--- config.mk ---
export PLATFORM = sky130hd
export DESIGN_NAME = arfm_top
export DESIGN_NICKNAME = d
export VERILOG_FILES = /design/src/include/arfm_pkg.sv /design/src/rtl/arfm_format.sv /design/src/rtl/arfm_top.sv
export SDC_FILE = /design/constraint.sdc
export NUM_CORES = 1
export LEC_CHECK = 0
export ABC_CLOCK_PERIOD_IN_PS = 3300
export BUFFER_PORTS_ARGS = -buffer_cell sky130_fd_sc_hd__clkbuf_2
export CORE_UTILIZATION = 45
export CTS_BUF_LIST = sky130_fd_sc_hd__clkbuf_2 sky130_fd_sc_hd__clkbuf_4 sky130_fd_sc_hd__clkbuf_8
export DETAILED_ROUTE_END_ITERATION = 6
export PLACE_DENSITY = 0.66
export SYNTH_ARGS = -nofsm -noshare
export SYNTH_HDL_FRONTEND = slang
export SYNTH_SLANG_ARGS = --single-unit
--- constraint.sdc ---
create_clock -name clk -period 3.3 [get_ports clk]
set_input_delay 0.33 -clock clk [delete_from_list [all_inputs] [get_ports clk]]
set_output_delay 0.33 -clock clk [all_outputs]
set_load 0.02 [all_outputs]
--- src/include/arfm_pkg.sv ---
// Shared constants and types for the result formatter and channel mux block
package arfm_pkg;
    localparam int ADDR_W = 4;
    localparam int DATA_W = 16;
    localparam int SAMPLE_W = 12;
    localparam int ACC_W = 19;
    localparam int RESULT_W = 16;
    localparam int MUX_W = 6;
    localparam int SEL_W = 3;
    localparam int TICK_W = 4;
    localparam int SCNT_W = 8;
    localparam int DIV_W = 8;
    localparam int ADC_DIV_DEFAULT = 8;

    localparam logic [ADDR_W-1:0] ADDR_CONTROL_A = 4'h0;
    localparam logic [ADDR_W-1:0] ADDR_CONTROL_B = 4'h1;
    localparam logic [ADDR_W-1:0] ADDR_POS_SELECT = 4'h2;
    localparam logic [ADDR_W-1:0] ADDR_NEG_SELECT = 4'h3;
    localparam logic [ADDR_W-1:0] ADDR_COMMAND = 4'h4;
    localparam logic [ADDR_W-1:0] ADDR_RESULT = 4'h5;
    localparam logic [ADDR_W-1:0] ADDR_INTFLAGS = 4'h6;
    localparam logic [ADDR_W-1:0] ADDR_INTMASK = 4'h7;

    localparam int CTRL_LEFT_ADJUST_BIT = 0;
    localparam int CTRL_DIFF_BIT = 1;
    localparam int CMD_START_BIT = 0;
    localparam int FLAG_READY_BIT = 0;

    localparam logic [SEL_W-1:0] SEL_ONE = 3'h0;
    localparam logic [SEL_W-1:0] SEL_TWO = 3'h1;
    localparam logic [SEL_W-1:0] SEL_FULL = 3'h4;
    localparam logic [SEL_W-1:0] SEL_MAX = 3'h7;

    localparam logic [TICK_W-1:0] LAST_TICK = 4'hF;
    localparam logic [MUX_W-1:0] NEG_NONE = 6'h00;
    localparam logic [MUX_W-1:0] MUX_RESET = 6'h00;
    localparam logic [SEL_W-1:0] SEL_RESET = 3'h0;
    localparam logic [RESULT_W-1:0] RESULT_RESET = 16'h0000;
    localparam logic [ACC_W-1:0] ACC_ZERO = 19'h00000;
    localparam logic [DATA_W-1:0] DATA_ZERO = 16'h0000;
    localparam logic [SCNT_W-1:0] SCNT_ONE = 8'h01;

    typedef enum logic [1:0] {
        ARFM_IDLE,
        ARFM_STARTUP,
        ARFM_CONVERT,
        ARFM_DONE
    } arfm_state_t;
endpackage

--- src/rtl/arfm_format.sv ---
// Result alignment, sign extension and truncation of the accumulated sum
module arfm_format
    import arfm_pkg::*;
(
    input wire logic [ACC_W-1:0] acc,
    input wire logic [SEL_W-1:0] count_sel,
    input wire logic left_adjust,
    input wire logic diff_mode,
    output wire logic [RESULT_W-1:0] result
);
    wire logic signed [ACC_W-1:0] acc_s = acc;
    wire logic fits = count_sel <= SEL_FULL;
    wire logic [SEL_W-1:0] down = fits ? SEL_ONE : SEL_W'(count_sel - SEL_FULL);
    wire logic [SEL_W-1:0] up = (fits && left_adjust) ? SEL_W'(SEL_FULL - count_sel) : SEL_ONE;
    wire logic [ACC_W-1:0] shr = diff_mode ? ACC_W'(acc_s >>> down) : ACC_W'(acc >> down);
    wire logic [ACC_W-1:0] shl = ACC_W'(shr << up);
    assign result = shl[RESULT_W-1:0];
endmodule

--- src/rtl/arfm_top.sv ---
// Accumulating result formatter and buffered input selection of the converter
// Function
// - Without left adjust, result is right aligned, low bits in low byte.
// - With left adjust set, eight top result bits land in high byte.
// - Sum a programmed number of consecutive samples into one result.
// - Above sixteen samples, drop low sum bits to fit sixteen bits.
// - Single-ended: 12..16 low bits used; left adjust pads 4..0 zeros.
// - Differential: same widths, sign extended right, zero padded left.
// - For 32, 64, 128 samples store truncated full sixteen-bit sum.
// - Single-ended uses positive select only; differential uses both.
// - Input selects are held in a buffer, applied at safe points.
// - While idle, programmed selects copy to the active selects continuously.
// - Once converting, active selects freeze against software writes.
// - Updating resumes in the final converter tick of every accumulated sample.
// - A start write begins conversion on the next converter tick.
// - On completion store result and set the result ready flag.
// - Single-ended results unsigned; differential two's complement sign extended.
// - Start bit stays set until the last accumulated sample completes.
module arfm_top
    import arfm_pkg::*;
#(
    parameter int ADC_DIV = ADC_DIV_DEFAULT
) (
    input wire logic clk,
    input wire logic reset,
    input wire logic [ADDR_W-1:0] reg_addr,
    input wire logic [DATA_W-1:0] reg_wdata,
    input wire logic reg_wr,
    input wire logic reg_rd,
    output logic [DATA_W-1:0] reg_rdata,
    input wire logic [SAMPLE_W-1:0] core_sample_data,
    output logic [MUX_W-1:0] pos_select_active,
    output logic [MUX_W-1:0] neg_select_active,
    output logic diff_mode_active,
    output logic adc_tick_out,
    output logic converting,
    output logic irq
);
    function automatic logic reg_hit(input logic [ADDR_W-1:0] a, input logic [ADDR_W-1:0] r);
        return a == r;
    endfunction

    logic left_adjust_select_ff;
    logic diff_mode_ff;
    logic [SEL_W-1:0] accumulation_count_select_ff;
    logic [MUX_W-1:0] positive_input_select_ff;
    logic [MUX_W-1:0] negative_input_select_ff;
    logic start_conversion_bit_ff;
    logic [RESULT_W-1:0] conversion_result_ff;
    logic result_ready_flag_ff;
    logic result_ready_mask_ff;
    arfm_state_t state_ff;
    arfm_state_t nxt_state;
    logic [DIV_W-1:0] div_cnt_ff;
    logic [TICK_W-1:0] tick_cnt_ff;
    logic [SCNT_W-1:0] samp_cnt_ff;
    logic [ACC_W-1:0] acc_ff;
    logic [DATA_W-1:0] rdata_ff;
    logic [MUX_W-1:0] pos_act_ff;
    logic [MUX_W-1:0] neg_act_ff;
    logic diff_act_ff;
    logic adc_tick_ff;
    logic converting_ff;
    logic irq_ff;
    logic nxt_flag;

    wire logic wr_control_a = reg_wr && reg_hit(reg_addr, ADDR_CONTROL_A);
    wire logic wr_control_b = reg_wr && reg_hit(reg_addr, ADDR_CONTROL_B);
    wire logic wr_pos_select = reg_wr && reg_hit(reg_addr, ADDR_POS_SELECT);
    wire logic wr_neg_select = reg_wr && reg_hit(reg_addr, ADDR_NEG_SELECT);
    wire logic wr_cmd = reg_wr && reg_hit(reg_addr, ADDR_COMMAND);
    wire logic wr_mask = reg_wr && reg_hit(reg_addr, ADDR_INTMASK);
    wire logic rd_flags = reg_rd && reg_hit(reg_addr, ADDR_INTFLAGS);

    // Prescaler held at zero while idle so the start delay is fixed
    wire logic adc_tick = (state_ff != ARFM_IDLE) && (div_cnt_ff == DIV_W'(ADC_DIV - 1));
    wire logic go = wr_cmd && reg_wdata[CMD_START_BIT] && (state_ff == ARFM_IDLE);
    wire logic in_conv = state_ff == ARFM_CONVERT;
    wire logic last_tick = in_conv && (tick_cnt_ff == LAST_TICK);
    wire logic sample_end = last_tick && adc_tick;
    wire logic [SCNT_W-1:0] samples_m1 = SCNT_W'((SCNT_ONE << accumulation_count_select_ff) - SCNT_ONE);
    wire logic final_sample = samp_cnt_ff == samples_m1;
    wire logic done = state_ff == ARFM_DONE;
    wire logic locked = in_conv && !last_tick;

    wire logic signed [SAMPLE_W-1:0] sample_s = core_sample_data;
    wire logic [ACC_W-1:0] sample_ext = diff_mode_ff ? ACC_W'(sample_s) : ACC_W'(core_sample_data);
    wire logic [RESULT_W-1:0] formatted;

    wire logic [DATA_W-1:0] rd_mux =
        reg_hit(reg_addr, ADDR_CONTROL_A) ? DATA_W'({diff_mode_ff, left_adjust_select_ff}) :
        reg_hit(reg_addr, ADDR_CONTROL_B) ? DATA_W'(accumulation_count_select_ff) :
        reg_hit(reg_addr, ADDR_POS_SELECT) ? DATA_W'(positive_input_select_ff) :
        reg_hit(reg_addr, ADDR_NEG_SELECT) ? DATA_W'(negative_input_select_ff) :
        reg_hit(reg_addr, ADDR_COMMAND) ? DATA_W'(start_conversion_bit_ff) :
        reg_hit(reg_addr, ADDR_RESULT) ? DATA_W'(conversion_result_ff) :
        reg_hit(reg_addr, ADDR_INTFLAGS) ? DATA_W'(result_ready_flag_ff) :
        reg_hit(reg_addr, ADDR_INTMASK) ? DATA_W'(result_ready_mask_ff) : DATA_ZERO;

    arfm_format u_format (
        .acc(acc_ff),
        .count_sel(accumulation_count_select_ff),
        .left_adjust(left_adjust_select_ff),
        .diff_mode(diff_mode_ff),
        .result(formatted)
    );

    always_comb begin
        nxt_state = state_ff;
        unique case (state_ff)
            ARFM_IDLE: begin
                if (go) begin
                    nxt_state = ARFM_STARTUP;
                end
            end
            ARFM_STARTUP: begin
                if (adc_tick) begin
                    nxt_state = ARFM_CONVERT;
                end
            end
            ARFM_CONVERT: begin
                if (sample_end && final_sample) begin
                    nxt_state = ARFM_DONE;
                end
            end
            ARFM_DONE: begin
                nxt_state = ARFM_IDLE;
            end
        endcase
    end

    // Event set wins over a clearing read
    assign nxt_flag = done || (result_ready_flag_ff && !rd_flags);

    always_ff @(posedge clk or posedge reset) begin
        if (reset) begin
            state_ff <= ARFM_IDLE;
            div_cnt_ff <= '0;
            tick_cnt_ff <= '0;
        end else begin
            state_ff <= nxt_state;
            div_cnt_ff <= (state_ff == ARFM_IDLE || adc_tick) ? '0 : DIV_W'(div_cnt_ff + 1'h1);
            tick_cnt_ff <= !in_conv ? '0 : (adc_tick ? TICK_W'(tick_cnt_ff + 1'h1) : tick_cnt_ff);
        end
    end

    always_ff @(posedge clk or posedge reset) begin
        if (reset) begin
            acc_ff <= ACC_ZERO;
            samp_cnt_ff <= '0;
        end else if (go) begin
            acc_ff <= ACC_ZERO;
            samp_cnt_ff <= '0;
        end else if (sample_end) begin
            acc_ff <= ACC_W'(acc_ff + sample_ext);
            samp_cnt_ff <= SCNT_W'(samp_cnt_ff + 1'h1);
        end
    end

    always_ff @(posedge clk or posedge reset) begin
        if (reset) begin
            left_adjust_select_ff <= 1'h0;
            diff_mode_ff <= 1'h0;
            accumulation_count_select_ff <= SEL_RESET;
            positive_input_select_ff <= MUX_RESET;
            negative_input_select_ff <= MUX_RESET;
            result_ready_mask_ff <= 1'h0;
        end else begin
            if (wr_control_a) begin
                left_adjust_select_ff <= reg_wdata[CTRL_LEFT_ADJUST_BIT];
                diff_mode_ff <= reg_wdata[CTRL_DIFF_BIT];
            end
            if (wr_control_b) begin
                accumulation_count_select_ff <= reg_wdata[SEL_W-1:0];
            end
            if (wr_pos_select) begin
                positive_input_select_ff <= reg_wdata[MUX_W-1:0];
            end
            if (wr_neg_select) begin
                negative_input_select_ff <= reg_wdata[MUX_W-1:0];
            end
            if (wr_mask) begin
                result_ready_mask_ff <= reg_wdata[FLAG_READY_BIT];
            end
        end
    end

    always_ff @(posedge clk or posedge reset) begin
        if (reset) begin
            pos_act_ff <= MUX_RESET;
            neg_act_ff <= NEG_NONE;
            diff_act_ff <= 1'h0;
        end else if (!locked) begin
            pos_act_ff <= positive_input_select_ff;
            neg_act_ff <= diff_mode_ff ? negative_input_select_ff : NEG_NONE;
            diff_act_ff <= diff_mode_ff;
        end
    end

    always_ff @(posedge clk or posedge reset) begin
        if (reset) begin
            start_conversion_bit_ff <= 1'h0;
            conversion_result_ff <= RESULT_RESET;
            result_ready_flag_ff <= 1'h0;
        end else begin
            start_conversion_bit_ff <= go || (start_conversion_bit_ff && !done);
            result_ready_flag_ff <= nxt_flag;
            if (done) begin
                conversion_result_ff <= formatted;
            end
        end
    end

    always_ff @(posedge clk or posedge reset) begin
        if (reset) begin
            rdata_ff <= DATA_ZERO;
            adc_tick_ff <= 1'h0;
            converting_ff <= 1'h0;
            irq_ff <= 1'h0;
        end else begin
            rdata_ff <= reg_rd ? rd_mux : DATA_ZERO;
            adc_tick_ff <= adc_tick;
            converting_ff <= nxt_state == ARFM_CONVERT;
            irq_ff <= nxt_flag && result_ready_mask_ff;
        end
    end

    assign reg_rdata = rdata_ff;
    assign pos_select_active = pos_act_ff;
    assign neg_select_active = neg_act_ff;
    assign diff_mode_active = diff_act_ff;
    assign adc_tick_out = adc_tick_ff;
    assign converting = converting_ff;
    assign irq = irq_ff;

    // Checks on the block's own behaviour
    localparam int START_MAX = ADC_DIV + 1;
endmodule

==> qor.txt <==
RUN STATUS
------------------------------------------------------------------------------
Run status                                                           completed

YOSYS
------------------------------------------------------------------------------
Number of unique standard cell types used by synthesis                      57
Synthesized instance count                                                 652
Post-synth net total                                                       717
Top FF cell, synth                                                sky130_fd_sc_hd__dfrtp_1
Number of flip-flops and latches in the synthesized netlist                109
Mean instance size in the synthesized netlist                         10.1 um2
Share of synthesized registers carrying an async set or reset             100%
Cell area after synthesis                                             6560 um2
Synth warnings                                                               0
Sequential cell area fraction in the yosys report                        41.6%
EDFF count, synth                                                            0

TIMING
------------------------------------------------------------------------------
Final-report setup violation count                                           0
Count of final max-slew check failures                                       0
Highest attainable clock frequency                                     339 MHz
Actual slew at the worst max-slew pin                                  1.10 ns
Final period utilization                                                 89.5%
Worst setup skew after layout                                        0.0179 ns
RSZ-0062 raised after global routing                                        no
Setup TNS                                                                 0 ns
Crit path time final                                                   2.95 ns
Endpoints failing hold                                                       0
Worst max-slew margin expressed relative to the limit                    26.9%

CLOCK TREE
------------------------------------------------------------------------------
Sinks on the clock net                                                     109
Deepest clock path buffer count                                              2
Hold bufs inserted after CTS                                                 0
Number of resized instances in the post-cts repair step                      0
TritonCTS clock tree                                                     built
CTS root buf                                                      sky130_fd_sc_hd__clkbuf_8
Clk pin slew, worst setup/hold paths                                   0.12 ns
H-tree depth                                                                 3
Total setup buffers inserted after CTS                                       0
Number of buffers created by CTS                                             9
Insertion delay of the later-clocked pin in the worst-skew pair        0.38 ns

FINAL LAYOUT
------------------------------------------------------------------------------
Total area of multi-input combinational cells                         3660 um2
Storage element area                                                  2730 um2
NumNets Final                                                              766
Final antenna diode count                                                    0
Post-layout instance area                                             7200 um2
Commonest cells after routing, fill and taps aside                sky130_fd_sc_hd__dfrtp_1 (109), sky130_fd_sc_hd__nand2_1 (83), sky130_fd_sc_hd__o21ai_0 (57), sky130_fd_sc_hd__clkbuf_2 (57), sky130_fd_sc_hd__a21oi_1 (37)
Synth-to-Final Area Change                                               9.83%
Final Non-Filler Cells                                                     886
Fraction of layout cells with a size suffix above 1                      19.3%
Leading cell type in the layout, fill and taps excluded           sky130_fd_sc_hd__dfrtp_1
Fill cell instance count of the final layout                              1287

PWR
------------------------------------------------------------------------------
IR drop worst, VDD                                                  0.000198 V
Leakage                                                             0.00341 uW
Design Power                                                           3200 uW
Pwr Density                                                         444 nW/um2

FLOORPLANNING
------------------------------------------------------------------------------
Die Footprint                                                        15100 um2
Core region area                                                     14000 um2
FP Rows                                                                     43
Floorplan die height                                                    123 um
Die X-Extent                                                            123 um
Top-level I/O count                                                         68
Initial core utilization                                                 46.7%

PLACED DESIGN
------------------------------------------------------------------------------
Post-detail-place hpwl                                                10400 um
Port Buffer Count                                                           57
# placed instances                                                         870
Cell area after placement                                             7000 um2
Placer Congestion                                                        0.882

ROUTE
------------------------------------------------------------------------------
Overall routed net length                                             14000 um
Number of remaining DRC errors                                               0
Number of routed nets with antenna violations                                0
Via density per instance                                                  5.62
Via count                                                                 4982
Detailed Route Iter0 Violations                                            405
Drt pass-1 iters                                                             5
WL per Instance                                                        15.8 um

GLOBAL ROUTE
------------------------------------------------------------------------------
Antenna violations before repair                                             0
First-pass GRT wire length                                            24300 um
Maximum number of pins on one net before global-route repair                92
Total GRT Usage                                                          20.3%
Vias in the first global route                                            5043
Overflow left after global routing                                           0

WORST SETUP PATH
------------------------------------------------------------------------------
Critical Path Most Common Cell                                    sky130_fd_sc_hd__mux2i_1
Highest net fanout along the worst path                                     24
Worst stage delay on the critical path                                 0.54 ns
Crit path kind                                                         reg2reg
Type of destination of the critical path                              register
Required time of the worst setup path                                  3.54 ns
Sequence of cells on the critical path                            inv_1 -> ha_1 -> inv_1 -> ha_1 -> nand2_8 -> mux4_2 -> mux2i_1 -> mux2i_1 -> mux2i_1 -> nor2_1 -> a31oi_1 -> o21ai_1
Critical path startpoint category                                     register
CP Data Arrival Time                                                   3.19 ns
Highest-delay cell along the critical path                        sky130_fd_sc_hd__mux4_2

MIN PATH
------------------------------------------------------------------------------
Kind of path behind the tightest hold check                             in2reg

RUN
------------------------------------------------------------------------------
Max-cap violations                                                           0

-- critical path: cells and delay by family, from the launching register on --
kind            cells  cell delay [ns]
compound gates      2             0.25
fa+ha+maj           2             0.50
buf+inv             2             0.18
flops               1             0.39
mux                 4             1.18
simple gates        2             0.30
-- flip-flops by register name, indices dropped and copies added (netlist names), 2 cells and up --
register,cells
pos_select_active,6
positive_input_select_ff,6
reg_rdata,16
negative_input_select_ff,6
tick_cnt_ff,4
neg_select_active,6
conversion_result_ff,16
div_cnt_ff,8
state_ff,2
acc_ff,19
accumulation_count_select_ff,3
samp_cnt_ff,8
-- Yosys cell counts, types with 2 or more instances --
cell type	instances	area (um2)
sky130_fd_sc_hd__or4_1	3	22.5
sky130_fd_sc_hd__o21bai_1	2	15.0
sky130_fd_sc_hd__o221ai_1	10	87.6
sky130_fd_sc_hd__inv_1	11	41.3
sky130_fd_sc_hd__nand4_1	6	37.5
sky130_fd_sc_hd__o21ai_0	57	285
sky130_fd_sc_hd__o21ai_1	7	35.0
sky130_fd_sc_hd__clkbuf_1	12	45.0
sky130_fd_sc_hd__mux4_2	14	315
sky130_fd_sc_hd__buf_1	3	11.3
sky130_fd_sc_hd__or3_1	7	43.8
sky130_fd_sc_hd__nor2_1	35	131
sky130_fd_sc_hd__a21oi_1	37	185
sky130_fd_sc_hd__and3_1	6	37.5
sky130_fd_sc_hd__mux2_2	30	338
sky130_fd_sc_hd__buf_6	2	22.5
sky130_fd_sc_hd__o211ai_1	2	15.0
sky130_fd_sc_hd__nand3_1	15	75.1
sky130_fd_sc_hd__dfrtp_1	109	2730
sky130_fd_sc_hd__mux4_1	2	52.6
sky130_fd_sc_hd__ha_1	28	350
sky130_fd_sc_hd__xor2_1	18	158
sky130_fd_sc_hd__nor3_1	11	55.1
sky130_fd_sc_hd__a21o_1	6	45.0
sky130_fd_sc_hd__o21a_1	3	22.5
sky130_fd_sc_hd__nand2b_1	3	18.8
sky130_fd_sc_hd__mux2i_1	34	340
sky130_fd_sc_hd__nor3b_1	4	30.0
sky130_fd_sc_hd__or2_2	2	12.5
sky130_fd_sc_hd__and2_1	15	93.8
sky130_fd_sc_hd__xnor2_1	15	131
sky130_fd_sc_hd__nand2_1	83	312
sky130_fd_sc_hd__nor2b_1	12	75.1
sky130_fd_sc_hd__a31oi_1	4	25.0
sky130_fd_sc_hd__a22o_1	5	43.8
sky130_fd_sc_hd__buf_2	9	45.0
sky130_fd_sc_hd__a211oi_1	10	75.1
-- path summary, 6_finish.rpt --
| path | start | cells past startpoint | slack [ns] | end |
|---|---|---|---|---|
| worst min register to register | div_cnt_ff[0] | 1 | 0.47 | div_cnt_ff[0] |
| max in group asynchronous | reset | 3 | 2.20 | acc_ff[9] |
| worst max register to register | accumulation_count_select_ff[1] | 12 | 0.35 | conversion_result_ff[4] |
| worst max-delay path | accumulation_count_select_ff[1] | 12 | 0.35 | conversion_result_ff[4] |
| worst min-delay path | reg_wdata[3] | 2 | 0.18 | positive_input_select_ff[3] |
| min in group asynchronous | reset | 2 | 0.19 | neg_select_active[1] |
-- per-layer routing --
layer	global-route usage (%)	wire (um)	up-vias
met4	6.86	194	0
met5	0	0	-
met1	27.3	6690	2419
met2	34.1	6800	93
met3	1.81	349	13
li1	-	-	2457
-- final cells by class --
class / instances / area share [%]
clock buffers: 10 / 1.91
clock inverters: 6 / 0.747
inverters: 11 / 0.608
multi-input cells: 504 / 50.8
flip-flops and latches: 109 / 37.9
well taps: 180 / 3.13
repair buffers: 66 / 4.90
-- power by group --
part | leakage [uW] | switching [uW] | total (uW) | internal [uW]
Combinational | 0.00192 | 522 | 919 | 397
Sequential | 0.00140 | 67.6 | 1470 | 1410
Clock | 0.0000954 | 498 | 808 | 309
-- kinds of logic (layout without fill, tap and decap cells) --
| logic type | count (synthesis) | count (layout) | share of synthesized area (%) |
|---|---|---|---|
| simple gates | 211 | 211 | 15.8 |
| flops | 109 | 109 | 41.6 |
| buf+inv | 39 | 93 | 2.71 |
| mux | 80 | 80 | 16.0 |
| fa+ha+maj | 29 | 29 | 5.65 |
| xor+xnor | 33 | 33 | 4.41 |
| compound gates | 151 | 151 | 13.8 |
-- per-stage QoR --
stage | utilization (%) | hold slack, ns | setup WS (ns)
after floorplan | - | 0.425 | 0.0961
after global placement | 49.8 | 0.438 | 0.358
after detailed placement | 49.8 | 0.461 | 0.268
after CTS | 51.2 | 0.174 | 0.248
after global routing | 51.3 | 0.178 | 0.0153
final | 51.3 | 0.182 | 0.346
Note: power is estimated with default switching activity, not from simulation.
